**src/swt_params.svh**
```systemverilog
// Register indices, field positions, reset values and timing figures of the stopwatch timer
`ifndef SWT_PARAMS_SVH
`define SWT_PARAMS_SVH

// Register indices; the byte address on the bus is four times the index
`define SWT_IDX_PRIO 16'hFF20
`define SWT_IDX_EN 16'hFF22
`define SWT_IDX_FLAG 16'hFF24
`define SWT_IDX_CTRL 16'hFF42
`define SWT_IDX_COUNT 16'hFF43
`define SWT_IDX_W 16
`define SWT_ADR_HI_ZERO 14'h0000

// Field positions
`define SWT_RUN_BIT 0
`define SWT_CLR_BIT 1
`define SWT_PRIO_LSB 2
`define SWT_PRIO_MSB 3
`define SWT_FACT_LSB 4
`define SWT_FACT_MSB 6

// Factor order inside the factor fields
`define SWT_F_ONE 0
`define SWT_F_TEN 1
`define SWT_F_HUN 2

// Reset values
`define SWT_COUNT_RST 8'h00
`define SWT_PRIO_RST 2'h0
`define SWT_FACT_RST 3'h0
`define SWT_DAT_RST 32'h0000_0000

// BCD digit limits
`define SWT_BCD_MAX 4'h9
`define SWT_BCD_ZERO 4'h0

// Timing: clock rate and the two timing sources, in Hz
`define SWT_CLK_HZ 25000000
`define SWT_FAST_HZ 256
`define SWT_CNT_HZ 100
`define SWT_DIV_W 18

`endif

```
**src/swt_pkg.sv**
```systemverilog
// Types shared by the stopwatch timer design
`default_nettype none
package swt_pkg;

  typedef enum logic [2:0] {
    SWT_STOPPED  = 3'h1,
    SWT_RUNNING  = 3'h2,
    SWT_STOPPING = 3'h4
  } swt_run_t;

  typedef logic [1:0] swt_prio_t;
  typedef logic [2:0] swt_fact_t;
  typedef logic [7:0] swt_count_t;

endpackage : swt_pkg
`default_nettype wire

```
**src/swt_top.sv**
```systemverilog
// Stopwatch timer: BCD count, run control, factor flags and Wishbone register slave
// Overview of operation
// - Count reads as one byte: low nibble hundredths, high nibble tenths; writes ignored.
// - Reset clears the count byte to zero.
// - Writing one to clear resets the count; zero does nothing; clear reads zero.
// - Clear while running keeps counting from zero; while stopped zero is held.
// - Readable run bit: one counts upward, zero stops.
// - Stopped count holds until cleared; running again continues from it.
// - Two-bit priority field gives levels 3 to 0; 0 means none; resets to 0.
// - Three enable bits for 1, 10 and 100 Hz factors; reset disabled.
// - Each factor flag sets on the falling edge of its divided signal.
// - Flags set regardless of enables and priority.
// - Interrupt requested when an enabled flag is set and priority exceeds CPU mask.
// - Writing one clears a flag, zero does nothing; flags reset to zero.
// - Run bit writes take effect at the next 256 Hz falling edge.
// - After run is written zero, one more count, run reads one until stopped.
`timescale 1ns/1ns
`default_nettype none
`include "swt_params.svh"

module swt_top #(
  parameter int P_DIV_CNT = `SWT_CLK_HZ / `SWT_CNT_HZ,
  parameter int P_DIV_FAST = `SWT_CLK_HZ / `SWT_FAST_HZ
) (
  input wire logic i_mclk,           // System clock, 25 MHz
  input wire logic i_rstn,           // Asynchronous reset, active low
  input wire logic i_wb_cyc,         // Wishbone cycle
  input wire logic i_wb_stb,         // Wishbone strobe
  input wire logic i_wb_we,          // Wishbone write enable
  input wire logic [31:0] i_wb_adr,  // Wishbone byte address
  input wire logic [3:0] i_wb_sel,   // Wishbone byte selects
  input wire logic [31:0] i_wb_dat,  // Wishbone write data
  input wire logic i_cpu_mask_lo,    // CPU interrupt mask level, low bit
  input wire logic i_cpu_mask_hi,    // CPU interrupt mask level, high bit
  output logic [31:0] o_wb_dat,      // Wishbone read data
  output logic o_wb_ack,             // Wishbone acknowledge
  output logic o_irq,                // Level: enabled factor flag set
  output logic o_irq_req,            // Level: request above CPU mask
  output logic [1:0] o_irq_level     // Priority of the pending request
);

  localparam logic [`SWT_DIV_W-1:0] LP_CNT_LAST = `SWT_DIV_W'(P_DIV_CNT - 1);
  localparam logic [`SWT_DIV_W-1:0] LP_FAST_LAST = `SWT_DIV_W'(P_DIV_FAST - 1);

  // Bus decode
  logic req;
  logic wr;
  logic hit;
  logic [`SWT_IDX_W-1:0] idx;
  logic wr_prio;
  logic wr_en;
  logic wr_flag;
  logic wr_ctrl;
  logic clr;

  assign req = i_wb_cyc & i_wb_stb & ~o_wb_ack;
  assign hit = (i_wb_adr[31:18] == `SWT_ADR_HI_ZERO);
  assign idx = i_wb_adr[17:2];
  assign wr = req & i_wb_we & i_wb_sel[0] & hit;
  assign wr_prio = wr & (idx == `SWT_IDX_PRIO);
  assign wr_en = wr & (idx == `SWT_IDX_EN);
  assign wr_flag = wr & (idx == `SWT_IDX_FLAG);
  assign wr_ctrl = wr & (idx == `SWT_IDX_CTRL);
  assign clr = wr_ctrl & i_wb_dat[`SWT_CLR_BIT];

  // Timing sources: one-cycle ticks mark the falling edges of the divided signals
  logic [`SWT_DIV_W-1:0] div_cnt_q;
  logic [`SWT_DIV_W-1:0] div_cnt_d;
  logic [`SWT_DIV_W-1:0] div_fast_q;
  logic [`SWT_DIV_W-1:0] div_fast_d;
  logic tick_cnt;
  logic tick_fast;

  assign tick_cnt = (div_cnt_q == LP_CNT_LAST);
  assign tick_fast = (div_fast_q == LP_FAST_LAST);

  always_comb begin
    div_cnt_d = div_cnt_q + `SWT_DIV_W'(1);
    if (tick_cnt || clr) begin
      // Clearing restarts the hundredths period as well
      div_cnt_d = '0;
    end
    div_fast_d = div_fast_q + `SWT_DIV_W'(1);
    if (tick_fast) begin
      div_fast_d = '0;
    end
  end

  always_ff @(posedge i_mclk or negedge i_rstn) begin
    if (!i_rstn) begin
      div_cnt_q <= '0;
      div_fast_q <= '0;
    end else begin
      div_cnt_q <= div_cnt_d;
      div_fast_q <= div_fast_d;
    end
  end

  // Run control
  swt_pkg::swt_run_t state_q;
  swt_pkg::swt_run_t state_d;
  logic run_req_q;
  logic run_req_d;
  logic active;
  logic run_rd;

  assign active = (state_q != swt_pkg::SWT_STOPPED);
  assign run_rd = run_req_q | active;

  always_comb begin
    run_req_d = run_req_q;
    if (wr_ctrl) begin
      run_req_d = i_wb_dat[`SWT_RUN_BIT];
    end
    state_d = state_q;
    case (state_q)
      swt_pkg::SWT_STOPPED: begin
        if (tick_fast && run_req_q) begin
          state_d = swt_pkg::SWT_RUNNING;
        end
      end
      swt_pkg::SWT_RUNNING: begin
        if (tick_fast && !run_req_q) begin
          state_d = swt_pkg::SWT_STOPPING;
        end
      end
      swt_pkg::SWT_STOPPING: begin
        if (tick_cnt) begin
          // The last count still happens in this cycle
          state_d = swt_pkg::SWT_STOPPED;
        end else if (tick_fast && run_req_q) begin
          state_d = swt_pkg::SWT_RUNNING;
        end
      end
      default: begin
        state_d = swt_pkg::SWT_STOPPED;
      end
    endcase
  end

  always_ff @(posedge i_mclk or negedge i_rstn) begin
    if (!i_rstn) begin
      state_q <= swt_pkg::SWT_STOPPED;
      run_req_q <= 1'b0;
    end else begin
      state_q <= state_d;
      run_req_q <= run_req_d;
    end
  end

  // BCD count and factor events
  swt_pkg::swt_count_t count_q;
  swt_pkg::swt_count_t count_d;
  swt_pkg::swt_fact_t ev;
  logic step;
  logic lo_wrap;
  logic hi_wrap;

  assign step = tick_cnt & active & ~clr;
  assign lo_wrap = (count_q[3:0] == `SWT_BCD_MAX);
  assign hi_wrap = (count_q[7:4] == `SWT_BCD_MAX);
  assign ev[`SWT_F_HUN] = step;
  assign ev[`SWT_F_TEN] = step & lo_wrap;
  assign ev[`SWT_F_ONE] = step & lo_wrap & hi_wrap;

  always_comb begin
    count_d = count_q;
    if (clr) begin
      count_d = `SWT_COUNT_RST;
    end else if (step) begin
      if (lo_wrap) begin
        count_d[3:0] = `SWT_BCD_ZERO;
        count_d[7:4] = hi_wrap ? `SWT_BCD_ZERO : count_q[7:4] + 4'h1;
      end else begin
        count_d[3:0] = count_q[3:0] + 4'h1;
      end
    end
  end

  always_ff @(posedge i_mclk or negedge i_rstn) begin
    if (!i_rstn) begin
      count_q <= `SWT_COUNT_RST;
    end else begin
      count_q <= count_d;
    end
  end

  // Priority, enables and factor flags
  swt_pkg::swt_prio_t prio_q;
  swt_pkg::swt_prio_t prio_d;
  swt_pkg::swt_fact_t en_q;
  swt_pkg::swt_fact_t en_d;
  swt_pkg::swt_fact_t flag_q;
  swt_pkg::swt_fact_t flag_d;

  always_comb begin
    prio_d = prio_q;
    en_d = en_q;
    if (wr_prio) begin
      prio_d = i_wb_dat[`SWT_PRIO_MSB:`SWT_PRIO_LSB];
    end
    if (wr_en) begin
      en_d = i_wb_dat[`SWT_FACT_MSB:`SWT_FACT_LSB];
    end
  end

  // A new event wins over a clear written in the same cycle
  for (genvar k = 0; k < 3; k++) begin : g_flag
    always_comb begin
      flag_d[k] = ev[k] | (flag_q[k] & ~(wr_flag & i_wb_dat[`SWT_FACT_LSB + k]));
    end
  end

  always_ff @(posedge i_mclk or negedge i_rstn) begin
    if (!i_rstn) begin
      prio_q <= `SWT_PRIO_RST;
      en_q <= `SWT_FACT_RST;
      flag_q <= `SWT_FACT_RST;
    end else begin
      prio_q <= prio_d;
      en_q <= en_d;
      flag_q <= flag_d;
    end
  end

  // Interrupt outputs
  logic irq_d;
  logic irq_req_d;
  logic [1:0] irq_level_d;

  always_comb begin
    irq_d = |(flag_q & en_q);
    irq_req_d = irq_d && (prio_q > {i_cpu_mask_hi, i_cpu_mask_lo});
    irq_level_d = irq_req_d ? prio_q : `SWT_PRIO_RST;
  end

  always_ff @(posedge i_mclk or negedge i_rstn) begin
    if (!i_rstn) begin
      o_irq <= 1'b0;
      o_irq_req <= 1'b0;
      o_irq_level <= `SWT_PRIO_RST;
    end else begin
      o_irq <= irq_d;
      o_irq_req <= irq_req_d;
      o_irq_level <= irq_level_d;
    end
  end

  // Read data and acknowledge; unmapped addresses answer with zero
  logic [31:0] rd_d;
  logic ack_d;

  always_comb begin
    rd_d = `SWT_DAT_RST;
    if (hit) begin
      case (idx)
        `SWT_IDX_PRIO: rd_d[`SWT_PRIO_MSB:`SWT_PRIO_LSB] = prio_q;
        `SWT_IDX_EN: rd_d[`SWT_FACT_MSB:`SWT_FACT_LSB] = en_q;
        `SWT_IDX_FLAG: rd_d[`SWT_FACT_MSB:`SWT_FACT_LSB] = flag_q;
        `SWT_IDX_CTRL: rd_d[`SWT_RUN_BIT] = run_rd;
        `SWT_IDX_COUNT: rd_d[7:0] = count_q;
        default: rd_d = `SWT_DAT_RST;
      endcase
    end
    ack_d = req;
  end

  always_ff @(posedge i_mclk or negedge i_rstn) begin
    if (!i_rstn) begin
      o_wb_ack <= 1'b0;
      o_wb_dat <= `SWT_DAT_RST;
    end else begin
      o_wb_ack <= ack_d;
      o_wb_dat <= ack_d ? rd_d : `SWT_DAT_RST;
    end
  end
endmodule : swt_top

`default_nettype wire

```
**config.mk**
```make
export PLATFORM = sky130hd
export DESIGN_NAME = swt_top
export DESIGN_NICKNAME = d
export VERILOG_FILES = /design/src/swt_pkg.sv /design/src/swt_top.sv
export VERILOG_INCLUDE_DIRS = /design/src
export SDC_FILE = /design/constraint.sdc
export NUM_CORES = 1
export LEC_CHECK = 0
export BUFFER_PORTS_ARGS = -buffer_cell sky130_fd_sc_hd__buf_2
export CAP_MARGIN = 20
export CORE_AREA = 8 8 91 93
export DETAILED_ROUTE_END_ITERATION = 10
export DIE_AREA = 0 0 99 101
export PLACE_DENSITY = 0.95
export RECOVER_POWER = 100
export SLEW_MARGIN = 20
export SYNTH_ARGS = -nofsm -noshare
export SYNTH_HDL_FRONTEND = slang
export SYNTH_SLANG_ARGS = --single-unit
export TNS_END_PERCENT = 50
```
**constraint.sdc**
```tcl
create_clock -name i_mclk -period 2.9 [get_ports i_mclk]
set_input_delay 0.29 -clock i_mclk [delete_from_list [all_inputs] [get_ports i_mclk]]
set_output_delay 0.29 -clock i_mclk [all_outputs]
set_load 0.01 [all_outputs]
```
# After elaboration in Yosys (flattened, before gate mapping)
# Index checks and enable logic that the tools add are counted.
# totals
reg_bits	69
input_bits	75
out_inout_bits	37
wordCells	92
# classes
add_sub_neg	4
magnitude_cmp	1
n_eq_ne	14
muxes	19
bitwise_logic	30
n_reduce_logical	10
# op_table
cell	count
16-bit == test, second input constant	5
18-bit by 1-bit adder with 18-bit output, second input constant	2
18-bit two-way mux	2
8-bit two-way mux	4
1-bit bitwise AND	20
18-bit by 17-bit == test with 1-bit output, second input constant	1
18-bit == test, second input constant	1
3-bit case mux with 3 select lines	2
14-bit logical NOT	1
4-bit two-way mux	3
3-bit two-way mux	3
4-bit by 1-bit adder with 4-bit output, second input constant	2
4-bit == test, second input constant	2
1-bit NOT	5
1-bit OR	4
2-bit case mux with 2 select lines	1
2-bit nonzero test	2
3-bit bitwise AND	1
3-bit by 1-bit == test with 1-bit output, second input constant	1
3-bit by 2-bit == test with 1-bit output, second input constant	1
3-bit == test, second input constant	1
1-bit logical AND	3
3-bit by 1-bit != test with 1-bit output, second input constant	1
3-bit OR reduction	1
other kinds (8)	9

# Logic depth before layout (Yosys ltp)
# depth
ltp_word	12
depth_mapped	7

# Least setup slack after synthesis
# No wires, ideal clock.
# synth_path
path_type	reg-to-reg
start	register div_cnt_q[0]
end	register count_q[6]
setup_ps	73
arrival_ps	1793
required_time_ps	2827
slack_ps	1034
stages_incl_launch_ff	7
path_buffers	0
period_less_slack_ps	1866
cell_sequence	dfrtp_1 ha_1 nand3_1 nor2_8 nand4_4 or4b_4 a21oi_2
# synth_between
elab_chain_cells	5
# synth_rtl
element	line	rtl
start: declaration	swt_top.sv:67	logic [`SWT_DIV_W-1:0] div_cnt_q;
start signal: assignment	swt_top.sv:94	div_cnt_q <= div_cnt_d;
18-bit == test	swt_top.sv:74	assign tick_cnt = (div_cnt_q == LP_CNT_LAST);
1-bit bitwise AND (2 in a row)	swt_top.sv:159	assign step = tick_cnt & active & ~clr;
2-bit nonzero test (no line)	--	
2-bit AND reduction (no line)	--	
end signal: assignment	swt_top.sv:182	count_q <= `SWT_COUNT_RST;
end signal: assignment	swt_top.sv:184	count_q <= count_d;
end: declaration	swt_top.sv:152	swt_pkg::swt_count_t count_q;
# No other way between the ends.
# A chain may end at the register's enable or synchronous reset.

# Final worst setup path
# Ends and elaborated chain as after synthesis.

==> impl_metrics.yaml <==
run_status:
  outcome: "finished, final reports clean"
timing:
  finalCriticalPeriod_ps: 2433
  worstMarginPinSlew_ps: 1386
  setup_tns_ps: 0
  clock_skew_ps: 5.108
  setup_violations: 0
  drv_slew: 0
  rsz0062_at_grt: "false"
  max-slew-margin-rel_pct: 7.589
  finalHoldViolCount: 0
  period_share_pct: 83.89
  clock.fmax_mhz: 411.0
  hold_slack_ps: 173.8
routing:
  drcViolationCount: 0
  drt-vias-per-instance: 5.626
  wl_per_cell_um: 15.77
  first_pass_iters: 5
  routed_wl_mm: 8.184
  routed-via-count: 2920
  first_iter_violations: 250
  antenna_left: 0
power_and_ir_drop:
  powerDensity_nw_per_um2: 466.1
  switching_power_uw: 421.2
  irDropWorstVdd_uv: 321.7
  leakage_uw: 0.001945
  internal_power_uw: 1497
  power_frac_clock_pct: 45.5
  seq_power_share_pct: 50.2
  swShare_pct: 21.96
  combPwrFrac_pct: 4.3
yosys:
  synth_edf_count: 0
  ys_warn_count: 0
  synth_top_area_share_pct: 46.58
  ys_top_cells_by_area: "dfrtp_1, buf_4, nor2_1"
  yosysTopAreaCell: "dfrtp_1"
  mappedNetlistArea_sq_um: 3654
  synthFlopType: "dfrtp_1"
  synth_seq_cells: 69
  synthCells: 366
  post_synth.cell_area_avg_sq_um: 9.982
  synth_cell_types: 56
  async_flop_share_pct: 100.0
  ys_seq_area_share_pct: 47.29
clocking:
  cts-root-buf: "clkbuf_8"
  clockBufferDepth: 2
  post_cts_resized: 0
  h-tree-depth: 3
  clkTransAtPathRegs_ps: 70
  ctsHoldBuffers: 1
  cts_tree: "built"
  worstSkewPairLatency_ps: 350
  numCtsBuffers: 9
  cts_setup_buffers: 0
  cts.sinks: 69
setup_path:
  crit_path_cell_trace: "ha_1 > nand3_1 > nor2_1 > nand4_4 > or4b_1 > a21oi_2"
  crit_buf_inv: 0
  worst-path-max-fanout: 10
  crit_path_start_kind: "flip-flop"
  slowest_stage: "nor2_1"
  critPathCaptureType: "flip-flop"
  arrival_ps: 2700
  worst_path_largest_cell_delay_ps: 560
  worstSetupPathType: "flip-flop to flip-flop"
  path_delay_family: "simple AND/OR/NAND/NOR gates"
  cp.required_ps: 3170
final_layout:
  nets: 515
  area_growth_pct: 12.64
  ff_latch_area_sq_um: 1728
  antenna_cells: 0
  drive_above_1_share_pct: 18.08
  fill_cells: 549
  multi_input_area_sq_um: 1714
  final_util_pct: 59.27
floorplan:
  io_pins: 112
  num_rows: 31
  core-area_sq_um: 6943
  die_w_um: 99
  die-height_um: 101
  initial_core_util_pct: 52.62
  dieArea_sq_um: 9999
global_route:
  grt_pass1_wl_mm: 13.67
  grt_max_degree: 33
  grt_overflow: 0
  grt_use_total_pct: 17.00
  grt_pass1_vias: 2971
  antenna_found_initial: 0
placement:
  place_congestion: 0.8392
  hpwl_mm: 5.996
  portBuffers: 57
min_path:
  min_path_type: "input port to flip-flop"
run:
  cap_violations: 0
## layout make-up
| cell class | instances | share of cell area, % |
|---|---|---|
| inverter | 14 | 1.277 |
| clock inverter | 6 | 2.098 |
| multi-input combinational | 277 | 41.65 |
| timing repair buffer | 61 | 7.145 |
| clock buffer | 10 | 3.344 |
| sequential | 69 | 41.99 |
| tap | 82 | 2.493 |
## cells in the final DEF (no fill, tap or decap), types with 4 or more instances in the layout
cell type	synthesis	layout
inv_1	14	14
nor2_1	44	45
xor2_1	15	15
mux2_2	6	6
xnor2_1	16	16
clkbuf_1	1	15
nor2b_1	5	5
and3_1	11	11
nor3_1	9	9
a21oi_1	14	14
buf_2	2	43
nor4_1	5	5
o21ai_0	6	6
nor4b_1	2	4
dfrtp_1	68	68
a22oi_1	4	4
nand3_1	28	28
conb_1	1	24
nand2_1	23	23
nand4_1	5	5
clkbuf_8	0	10
ha_1	8	8
## synthesized netlist by cell type (2+ instances only)
master    number
nor2_1        44
nor3b_1        2
nor4_1         5
o21bai_1       2
xnor2_1       16
nor2b_1        5
mux2_2         6
buf_2          2
and4_1         2
nor4b_1        2
o21ai_0        6
nand2_1       23
a22oi_1        4
a222oi_1       2
nand2b_1       3
nand3_1       28
and2_1         4
a31oi_1        3
nand4_1        5
or3_2          3
and3_1        11
or3_1          2
and3b_1        2
nor4bb_1       2
a211oi_1       2
nor3_1         9
ha_1           8
xor2_1        15
a21oi_1       14
o31ai_1        2
nor4b_2        3
buf_4         25
dfrtp_1       68
inv_1         14
## worst paths after layout
path	startpoint	to	slack, ps	depth (start not counted)
max	div_cnt_q[0]	count_q[6]	470	6
min	i_wb_dat[2]	prio_q[0]	170	2
max reg2reg	div_cnt_q[0]	count_q[6]	470	6
min reg2reg	div_fast_q[17]	div_fast_q[17]	480	1
max in group asynchronous	i_rstn	count_q[1]	770	3
min in group asynchronous	i_rstn	div_fast_q[8]	460	2
## flip-flops by register name (all words and copies together) (netlist names), 2 cells and up
signal,flops
flag_q,3
count_q,8
o_irq_level,2
div_cnt_q,18
o_wb_dat,8
div_fast_q,18
en_q,3
state_q,3
prio_q,2
## per-stage QoR
| step | instances | total power (uW) | instance area, sq um | worst slack (ps) |
|---|---|---|---|---|
| after global placement | 502 | 1062 | 3938 | 619.7 |
| after floorplan | 389 | 1031 | 3740 | 1034 |
| final | 519 | 1918 | 4115 | 467.1 |
| after detailed placement | 502 | 1064 | 3938 | 471.3 |
| after global routing | 519 | 1981 | 4115 | 303.1 |
| after CTS | 519 | 1927 | 4172 | 716.2 |
## power by group through the flow
stage | Sequential [uW] | Clock [uW] | Combinational, uW
floorplan | 982 | 0 | 48.6
global placement | 981 | 0 | 80.2
detailed placement | 981 | 0 | 83.1
CTS | 963 | 879 | 84.7
global route | 962 | 926 | 92.1
finish | 963 | 873 | 82.1
## cells by family after synthesis
logic type	after synthesis	share of synthesized area, %
AOI/OAI and AO/OA	43	7.774
buffers and inverters	43	7.260
muxes	7	2.123
DFF	69	47.29
xor gates and xnor gates	31	7.431
and+or+nand+nor	164	25.27
adders and majority gates	8	2.740
other	1	0.1026
## per-layer routing
| layer | global-route usage, % | routed length (um) | part of all wire, % | vias to the layer above |
|---|---|---|---|---|
| li1 | - | - | - | 1366 |
| met2 | 27.86 | 4074 | 50 | 128 |
| met1 | 20.29 | 3441 | 42 | 1407 |
| met4 | 7.792 | 161 | 2.0 | 0 |
| met5 | 0 | 0 | 0 | - |
| met3 | 4.765 | 506 | 6.2 | 19 |
Note: power is estimated with default switching activity, not from simulation.
